[config.mk]
export PLATFORM = sky130hd
export DESIGN_NAME = cpu_misc_instruction_exec
export DESIGN_NICKNAME = d
export VERILOG_FILES = /design/src/misc_exec_pkg.sv /design/src/cpu_misc_instruction_exec.sv
export VERILOG_INCLUDE_DIRS = /design/src
export SDC_FILE = /design/constraint.sdc
export NUM_CORES = 1
export LEC_CHECK = 0
export BUFFER_PORTS_ARGS = -buffer_cell sky130_fd_sc_hd__buf_2
export CAP_MARGIN = 10
export CORE_MARGIN = 1.5
export CORE_UTILIZATION = 44
export CTS_CLUSTER_SIZE = 12
export DETAILED_ROUTE_END_ITERATION = 10
export HOLD_SLACK_MARGIN = 0.1
export PLACE_DENSITY_LB_ADDON = 0.15
export SKIP_CTS_REPAIR_TIMING = 1
export SLEW_MARGIN = 20
export SYNTH_ARGS = -nofsm -noshare
export SYNTH_HDL_FRONTEND = slang
export SYNTH_SLANG_ARGS = --single-unit
[constraint.sdc]
create_clock -name sys_clk_i -period 2.07 [get_ports sys_clk_i]
set_input_delay 0.207 -clock sys_clk_i [delete_from_list [all_inputs] [get_ports sys_clk_i]]
set_output_delay 0.207 -clock sys_clk_i [all_outputs]
set_load 0.01 [all_outputs]
[src/misc_exec_regs.svh]
`ifndef MISC_EXEC_REGS_SVH
`define MISC_EXEC_REGS_SVH

// Operand and result widths
`define EXEC_DATA_W 8
`define EXEC_ADDR_W 7
`define EXEC_PC_W 15
// Program counter field split for the accumulator call
`define EXEC_PC_LO_MSB 7
`define EXEC_PC_HI_LSB 8
// Constant results
`define EXEC_ZERO_BYTE 8'h00
`define EXEC_ONE_BYTE 8'h01
// Cycle counts
`define EXEC_ONE_CYCLE 2'h1
`define EXEC_TWO_CYCLES 2'h2
// Reset values
`define EXEC_PC_RESET 15'h0000

`endif

[src/misc_exec_pkg.sv]
package misc_exec_pkg;

   // Instruction selector handed in by the opcode decoder
   typedef enum logic [2:0] {
      OP_NONE = 3'h0,
      OP_CALL_VIA_ACCUMULATOR = 3'h1,
      OP_COMPLEMENT_FILE = 3'h2,
      OP_CLEAR_FILE = 3'h3,
      OP_CLEAR_ACCUMULATOR = 3'h4,
      OP_DECREMENT_FILE = 3'h5,
      OP_DECREMENT_SKIP_ZERO = 3'h6,
      OP_INCREMENT_SKIP_ZERO = 3'h7
   } misc_op_e;

   // Execution sequencer states; either busy state is one bit away from issue
   typedef enum logic [1:0] {
      ST_ISSUE = 2'h0,
      ST_SECOND = 2'h1,
      ST_FLUSH = 2'h2
   } exec_state_e;

   // One issued instruction
   typedef struct packed {
      misc_op_e op;
      logic [6:0] file_addr;
      logic dest_file;
      logic [7:0] file_data;
      logic [7:0] accum;
      logic [6:0] pc_latch_high;
      logic [14:0] pc;
   } exec_req_s;

   // Write-back and flag outputs
   typedef struct packed {
      logic acc_we;
      logic file_we;
      logic [6:0] file_addr;
      logic [7:0] data;
      logic zero_we;
      logic zero;
   } exec_wb_s;

   // Return stack push and program counter load
   typedef struct packed {
      logic push;
      logic [14:0] ret_addr;
      logic pc_load;
      logic [14:0] pc_target;
   } exec_flow_s;

endpackage

[src/cpu_misc_instruction_exec.sv]
`timescale 1ns/1ps
`include "misc_exec_regs.svh"
// Contract
// - Accumulator call pushes next instruction address before changing program counter.
// - Call target: accumulator into bits 7:0, latch 6:0 into 14:8, flags kept.
// - Accumulator call takes two instruction cycles.
// - Complement inverts file register, destination bit picks accumulator or file, zero updated.
// - Clear file writes 00h into file register and sets zero flag.
// - Clear accumulator writes 00h into accumulator and sets zero flag.
// - Decrement subtracts one, destination bit routes result, zero flag updated.
// - Decrement-and-skip subtracts one, routes by destination, flags unchanged.
// - Zero result of decrement-and-skip discards next instruction as two-cycle no-operation.
// - Increment-and-skip adds one, routes, skips on zero, flags unchanged.
module cpu_misc_instruction_exec (
   input wire logic sys_clk_i,
   input wire logic rst_n_i,
   input wire logic issue_i,
   input wire misc_exec_pkg::exec_req_s req_i,
   output logic busy_o,
   output logic done_o,
   output logic discard_next_o,
   output misc_exec_pkg::exec_wb_s wb_o,
   output misc_exec_pkg::exec_flow_s flow_o,
   output logic [1:0] cycles_o
);
   import misc_exec_pkg::*;

   ////////////////////////////////////////////////////////////////////////////
   // Arithmetic helpers
   function automatic logic [7:0] step_byte(input logic [7:0] v, input logic up);
      step_byte = up ? 8'(v + `EXEC_ONE_BYTE) : 8'(v - `EXEC_ONE_BYTE);
   endfunction

   function automatic logic is_zero(input logic [7:0] v);
      is_zero = (v == `EXEC_ZERO_BYTE);
   endfunction

   ////////////////////////////////////////////////////////////////////////////
   // Decode of the issued operation
   // A request seen while busy is dropped, not queued
   wire take = issue_i & ~busy_o;
   wire is_call = req_i.op == OP_CALL_VIA_ACCUMULATOR;
   wire is_comp = req_i.op == OP_COMPLEMENT_FILE;
   wire is_clear_file = req_i.op == OP_CLEAR_FILE;
   wire is_clear_acc = req_i.op == OP_CLEAR_ACCUMULATOR;
   wire is_dec = req_i.op == OP_DECREMENT_FILE;
   wire is_dsz = req_i.op == OP_DECREMENT_SKIP_ZERO;
   wire is_isz = req_i.op == OP_INCREMENT_SKIP_ZERO;
   // Every op that routes a stepped value by the destination bit
   wire is_step = is_dec | is_dsz | is_isz;

   // Result selection; clears force zero
   // stepped value: plus one for increment-and-skip, minus one otherwise
   wire [7:0] step_val = step_byte(req_i.file_data, is_isz);
   wire [7:0] next_result = is_comp ? ~req_i.file_data :
                            is_step ? step_val : `EXEC_ZERO_BYTE;
   // skip when stepped result is zero
   wire skip_hit = (is_dsz | is_isz) & is_zero(step_val);

   // call target from accumulator and latch
   wire [14:0] call_target = {req_i.pc_latch_high, req_i.accum};
   // return address is the following instruction
   wire [14:0] next_ret = 15'(req_i.pc + 15'h0001);

   ////////////////////////////////////////////////////////////////////////////
   // Sequencer: second cycle of a call, or the flushed slot of a skip
   exec_state_e state;
   exec_state_e next_state;
   always_comb begin
      next_state = state;
      case (state)
         ST_ISSUE: begin
            if (take && is_call) begin
               next_state = ST_SECOND;
            end else if (take && skip_hit) begin
               next_state = ST_FLUSH;
            end
         end
         ST_SECOND: next_state = ST_ISSUE;
         // The flushed slot lasts exactly one cycle
         ST_FLUSH: next_state = ST_ISSUE;
         default: next_state = ST_ISSUE;
      endcase
   end

   // State register
   always_ff @(posedge sys_clk_i) begin
      if (!rst_n_i) begin
         state <= ST_ISSUE;
      end else begin
         state <= next_state;
      end
   end

   // Combinational, so a request in a busy cycle is refused in that same cycle
   assign busy_o = (state != ST_ISSUE);

   ////////////////////////////////////////////////////////////////////////////
   // Registered outputs; strobes are one-cycle pulses, cycles_o and the call addresses hold
   exec_wb_s next_wb;
   exec_flow_s next_flow;
   always_comb begin
      next_wb = '0;
      next_wb.file_addr = req_i.file_addr;
      next_wb.data = next_result;
      if (take) begin
         if (is_comp || is_step) begin
            next_wb.acc_we = ~req_i.dest_file;
            next_wb.file_we = req_i.dest_file;
         end
         if (is_clear_file) begin
            next_wb.file_we = 1'b1;
         end
         if (is_clear_acc) begin
            next_wb.acc_we = 1'b1;
         end
         // zero flag from the 8-bit result; skips leave flags alone
         next_wb.zero_we = is_comp | is_dec | is_clear_file | is_clear_acc;
         next_wb.zero = is_zero(next_result);
      end
   end

   // Push goes out in the first cycle, the counter load in the second,
   // so the stack always holds the return before the jump lands
   always_comb begin
      next_flow = flow_o;
      next_flow.push = 1'b0;
      next_flow.pc_load = 1'b0;
      if (take && is_call) begin
         next_flow.push = 1'b1;
         next_flow.ret_addr = next_ret;
         next_flow.pc_target = call_target;
      end
      if (state == ST_SECOND) begin
         next_flow.pc_load = 1'b1;
      end
   end

   // Output flops
   always_ff @(posedge sys_clk_i) begin
      if (!rst_n_i) begin
         wb_o <= '0;
         flow_o <= '0;
         done_o <= 1'b0;
         discard_next_o <= 1'b0;
         cycles_o <= 2'h0;
      end else begin
         wb_o <= next_wb;
         flow_o <= next_flow;
         done_o <= (take && !is_call) || state == ST_SECOND;
         // discard flag marks the no-operation slot
         discard_next_o <= take && skip_hit;
         // Cycle count stands until the next taken instruction
         if (take) begin
            cycles_o <= (is_call || skip_hit) ? `EXEC_TWO_CYCLES : `EXEC_ONE_CYCLE;
         end
      end
   end
endmodule // cpu_misc_instruction_exec

Word-level counts from Yosys, hierarchy flattened. Cells that the tools add are included.

Flip-flop bits (word level): 57. Output and inout port bits: 56. Word-level logic and storage cells: 65.

Add/subtract/negate cells: 3. Equality and inequality tests: 8. Mux-type cells: 11. Bitwise gates (word level): 13. Reductions and logical operators: 15.

Operators by type and width (count): 8-bit two-way mux (3); 8-bit zero test (2); 16-bit two-way mux (1); 15-bit by 1-bit adder with 15-bit output (second input constant) (1); 3-bit equality test (second input constant) (4); 8-bit by 1-bit adder with 8-bit output (second input constant) (1); 8-bit NOT (1); 8-bit by 1-bit subtractor with 8-bit output (second input constant) (1); 3-bit by 2-bit equality test with 1-bit output (second input constant) (2); 1-bit bitwise OR (6); 1-bit two-way mux (5); 2-bit two-way mux (2); 1-bit NOT (4); 2-bit AND reduction (2); 2-bit nonzero test (2); 3-bit by 1-bit equality test with 1-bit output (second input constant) (1); 1-bit logical AND (3); 1-bit logical OR (3); 3-bit OR reduction (1); 1-bit bitwise AND (2); 2-bit by 1-bit equality test with 1-bit output (second input constant) (1); 2-bit zero test (1); 1-bit zero test (1).

Depth between registers and ports, before layout.
Word-level depth: 7. Gate-level depth with buffers: 10. Mapped depth without buffers: 9.

Worst setup path after synthesis. OpenSTA, ideal clock, no wires.

Path kind: input to register. Start point: in req_i[47] (netlist bit). End point: reg wb_o[9] (netlist bit). Setup time: 59 ps. Arrival: 1931 ps. Required time: 2011 ps. Setup slack: 80 ps. Stages: 9. Path buffers: 1. Cell sequence: buf_6 > nand3_2 > ha_1 > a21oi_2 > a21oi_2 > or4_1 > o311ai_1 > a31o_1 > and2_1.

Word-level cells in the longest chain between the ends: 5. Elaborated cells on any way between the ends: 9. Those cells by class: 4 x eq/ne; 3 x mux; 2 x bitwise.

Ends and longest elaborated chain: start: declaration (line cpu_misc_instruction_exec.sv:18) `input wire misc_exec_pkg::exec_req_s req_i,`; 3-bit equality test (on tied branches) (line cpu_misc_instruction_exec.sv:46, cpu_misc_instruction_exec.sv:47); 1-bit bitwise OR (2 in series) (line cpu_misc_instruction_exec.sv:50) `wire is_step = is_dec | is_dsz | is_isz;`; 8-bit two-way mux (no source line); 8-bit two-way mux (no source line) (*); end signal: assignment (line cpu_misc_instruction_exec.sv:148) `wb_o <= next_wb;`; end: declaration (line cpu_misc_instruction_exec.sv:22) `output misc_exec_pkg::exec_wb_s wb_o,`.

Every way passes the cells marked *; elsewhere a longest branch is shown, timed or not. A chain may end at the register's enable or synchronous reset.

Worst setup path after layout.
Start point: in req_i[47] (netlist bit). End point: reg cycles_o[1].

Word-level cells in the longest chain between the ends: 6. Elaborated cells on any way between the ends: 9. Those cells by class: 3 x eq/ne; 2 x mux; 2 x bitwise; 2 x reduce/logical.

Ends and longest elaborated chain: 3-bit equality test (line cpu_misc_instruction_exec.sv:48) `wire is_isz = req_i.op == OP_INCREMENT_SKIP_ZERO;`; 8-bit two-way mux (line cpu_misc_instruction_exec.sv:31) `` step_byte = up ? 8'(v + `EXEC_ONE_BYTE) : 8'(v - `EXEC_ONE_BYTE); ``; 8-bit zero test (no source line); 1-bit bitwise AND (line cpu_misc_instruction_exec.sv:58) `wire skip_hit = (is_dsz | is_isz) & is_zero(step_val);`; 1-bit logical OR (*) (line cpu_misc_instruction_exec.sv:155) `` cycles_o <= (is_call || skip_hit) ? `EXEC_TWO_CYCLES : `EXEC_ONE_CYCLE; ``; 2-bit two-way mux (no source line) (*); end signal: assignment (line cpu_misc_instruction_exec.sv:155); end: declaration (line cpu_misc_instruction_exec.sv:24) `output logic [1:0] cycles_o`.

Marked as above.

==> metrics.md <==
| Metric | Value |
|---|---|
| Setup crit start | `req_i[47]` |
| Crit Path Class | `in -> reg` |
| Num rows | `28` |
| CTS sink count | `57` |
| Final worst path period need | `1820 ps` |
| Commonest non-fill, non-tap cell in the layout | `buf_2` |
| Syn nets | `363` |
| Clk_lat worst skew | `340 ps` |
| Worst reg2reg setup slack | `530 ps` |
| Leakage Power | `roughly 1.8 nW` |
| TritonCTS buffer count | `9` |
| Bufs on Longest Clock Path | `2` |
| Asr flop ratio synth | `0` |
| CP max stage delay | `a little under 400 ps` |
| GP Congestion | `0.885` |
| Yosys top cell area share | `0.423` |
| Top_reg_cell synth | `dfxtp_1` |
| Cell taking the most area after synthesis | `dfxtp_1` |
| Chip Height | `81.3 um` |
| Nets@finish | `493` |
| Slowest CP cell | `fa_1` |
| Syn Inst Count | `300` |
| Design Power | `2.60 mW` |
| Crit path capture | `cycles_o[1]` |
| Syn-to-layout area delta | `35.8%` |
| Dpl hpwl | `around 4.7 mm` |
| Setup crit start kind | `input port` |
| Total wire length | `6.33 mm` |
| Worst setup margin | `247 ps` |
| Antenna-violating nets left | `0` |
| Yosys warns | `0` |
| Worst ir drop on vdd | `0.404 mV` |
| Initial Util | `0.455` |
| Max_cap viols | `0` |
| Initial antenna violation count | `0` |
| Family with the most delay on the worst path | `simple AND/OR/NAND/NOR gates` |
| Min Hold Slack | `98.4 ps` |
| First-pass iteration count of the detailed router | `4` |
| Most used cell, CP | `nand2_1` |
| Number of global-route vias before repair | `2,167` |
| FF-to-FF Start | `state[1]` |
| Syn_area_per_cell | `roughly 9.0 sq um` |
| Pin count of the biggest net entering global routing | `53` |
| Detailed-route via count | `2,491` |
| DR vias/cell | `4.88` |
| Die ar. | `0.00661 sq mm` |
| RSZ-0062 raised after global routing | `false` |
| Non-Filler Instances | `510` |
| Root Buffer | `clkbuf_8` |
| Core ar. | `between 0.005 and 0.006 sq mm` |
| Critical path fanouts, max | `9` |
| #FFs+latches synth | `57` |
| Share of layout cells above drive strength 1 | `0.354` |
| Grt ovf | `0` |
| Worst R2R End | `cycles_o[1]` |
| Final setup violation count | `0` |
| Worst path buffer plus inverter count | `3` |
| Antenna cells | `0` |
| GRT Util Overall | `0.195` |
| Final Hold Violating Endpoints | `0` |
| CTS tree | `yes` |
| Pre-CTS setup slack | `-110 ps` |
| Hold/Removal Path Class | `in -> reg` |
| Die width | `81.3 um` |
| First-pass GRT wire length | `9.80 mm` |
| Worst Setup End Kind | `flip-flop` |
| Yosys cell types | `51` |
| Post-synth EDFFs | `0` |
| Number of H-tree levels | `3` |
| Pwr dens | `711 mW/mm^2` |
| Placed cells | `484` |
| Clock-pin slew on the worst setup and hold paths | `70 ps` |
| FMAX | `0.548 GHz` |
| Final Cycle Share | `0.881` |
| Reg2Reg Depth | `7` |
| TNS Setup | `0 ps` |
| IO Count | `108` |
| Cell area after synthesis | `0.00270 sq mm` |
| Sequential element share of the synthesized area | `0.423` |
| Max-slew headroom | `0.603` |
| Synth top area cells | `dfxtp_1 (42%), nand2_1 (8.1%), o211a_1 (4.8%)` |
| Critical path cell sequence | `buf_2, nand3_2, buf_4, inv_2, fa_1, nand3b_1, nand2_1, mux2i_1, nand2_1, nor4_2, o31a_1` |
| Commonest cells after routing, fill and taps aside | `buf_2 (107), nand2_1 (58), dfxtp_1 (57)` |
| Port bufs | `107` |
| DRC marker count from the first detailed-route iteration | `79` |
| DRC viols | `0` |
| Cell depth of the worst setup path | `11` |
| Outcome | `complete, no violations` |
| Wirelength per Cell | `approximately 12 um` |
| Clock Skew | `10.6 ps` |
| Worst EP required | `2350 ps` |
| Slew Limit Fails | `0` |
| CP arrival | `2110 ps` |
| Worst-Margin Slew | `594 ps` |
[cells in the mapped netlist, types with 2 or more instances]
cell	number
and3_1	3
or2_2	2
o21ai_0	4
nor2b_1	4
and2_1	17
nand2_1	58
dfxtp_1	57
inv_1	5
nor3_1	3
a21boi_1	14
a21oi_2	4
clkbuf_1	6
ha_1	10
nand3_1	11
xor2_1	13
o211a_1	13
buf_4	4
buf_2	3
a21oi_1	8
o22ai_1	4
a21boi_0	3
nand4_1	4
nor2_1	12
nor4_2	2
xnor2_1	10
[where the power goes]
group | internal (mW) | leakage [nW] | switching (mW) | total (mW)
logic | 0.204 | 1.27 | 0.222 | 0.425
clock network | 0.579 | 0.102 | 0.445 | 1.02
registers | 1.14 | 0.465 | 0.0141 | 1.15
total | 1.92 | 1.84 | 0.680 | 2.60
[metal layers]
layer  track usage  up-vias  part of all wire
met5             0        -                 0
met4        0.0810        0             0.015
met3        0.0708        9             0.083
met2         0.303       78              0.45
met1         0.242     1119              0.46
li1              -     1285                 -
[stage by stage]
| step | util | area [sq um] |
|---|---|---|
| global placement | 0.569 | 3370 |
| CTS | 0.602 | 3560 |
| global route | 0.619 | 3660 |
| finish | 0.619 | 3660 |
| floorplan | - | 2700 |
| detailed placement | 0.569 | 3370 |
[state kept, by name, summed over array words and instances (netlist names)]
| name | flops |
|---|---|
| cycles_o | 2 |
| discard_next_o | 1 |
| done_o | 1 |
| flow_o | 32 |
| state | 2 |
| wb_o | 19 |
[area by class of cell]
type / count / area, sq um
Clock buffer: 10 / 138
Clock inverter: 6 / 57.6
Fill cell: 551 / 2260
Inverter: 6 / 22.5
Multi-Input combinational cell: 223 / 1450
Sequential cell: 57 / 1140
Tap cell: 75 / 93.8
Timing Repair Buffer: 133 / 756
[worst register-to-register path, delay by kind of cell, from the launching register on]
family | cells | cell delay (ps)
flops | 1 | 330
compound gates | 1 | 180
buf+inv | 1 | 190
simple gates | 5 | 790
[kinds of logic (layout without fill, tap and decap cells)]
kind of cell / count (synthesis) / count (layout) / synth area share
adders and majority gates: 11 / 11 / 0.0538
and+or+nand+nor: 128 / 128 / 0.237
DFF: 57 / 57 / 0.423
muxes: 1 / 1 / 0.00371
xor gates and xnor gates: 23 / 23 / 0.0747
buffers and inverters: 20 / 155 / 0.0376
AOI/OAI and AO/OA: 60 / 60 / 0.170
[worst min path at each step]
stage / from / end / cells past startpoint
2_1_floorplan: req_i[39] / wb_o[10] / 1
3_3_place_gp: req_i[45] / wb_o[16] / 2
3_5_place_dp: req_i[41] / wb_o[12] / 2
4_1_cts: req_i[42] / wb_o[13] / 2
5_1_grt: req_i[27] / flow_o[5] / 3
6_report: req_i[26] / flow_o[4] / 3
(Power assumes the default switching activity.)
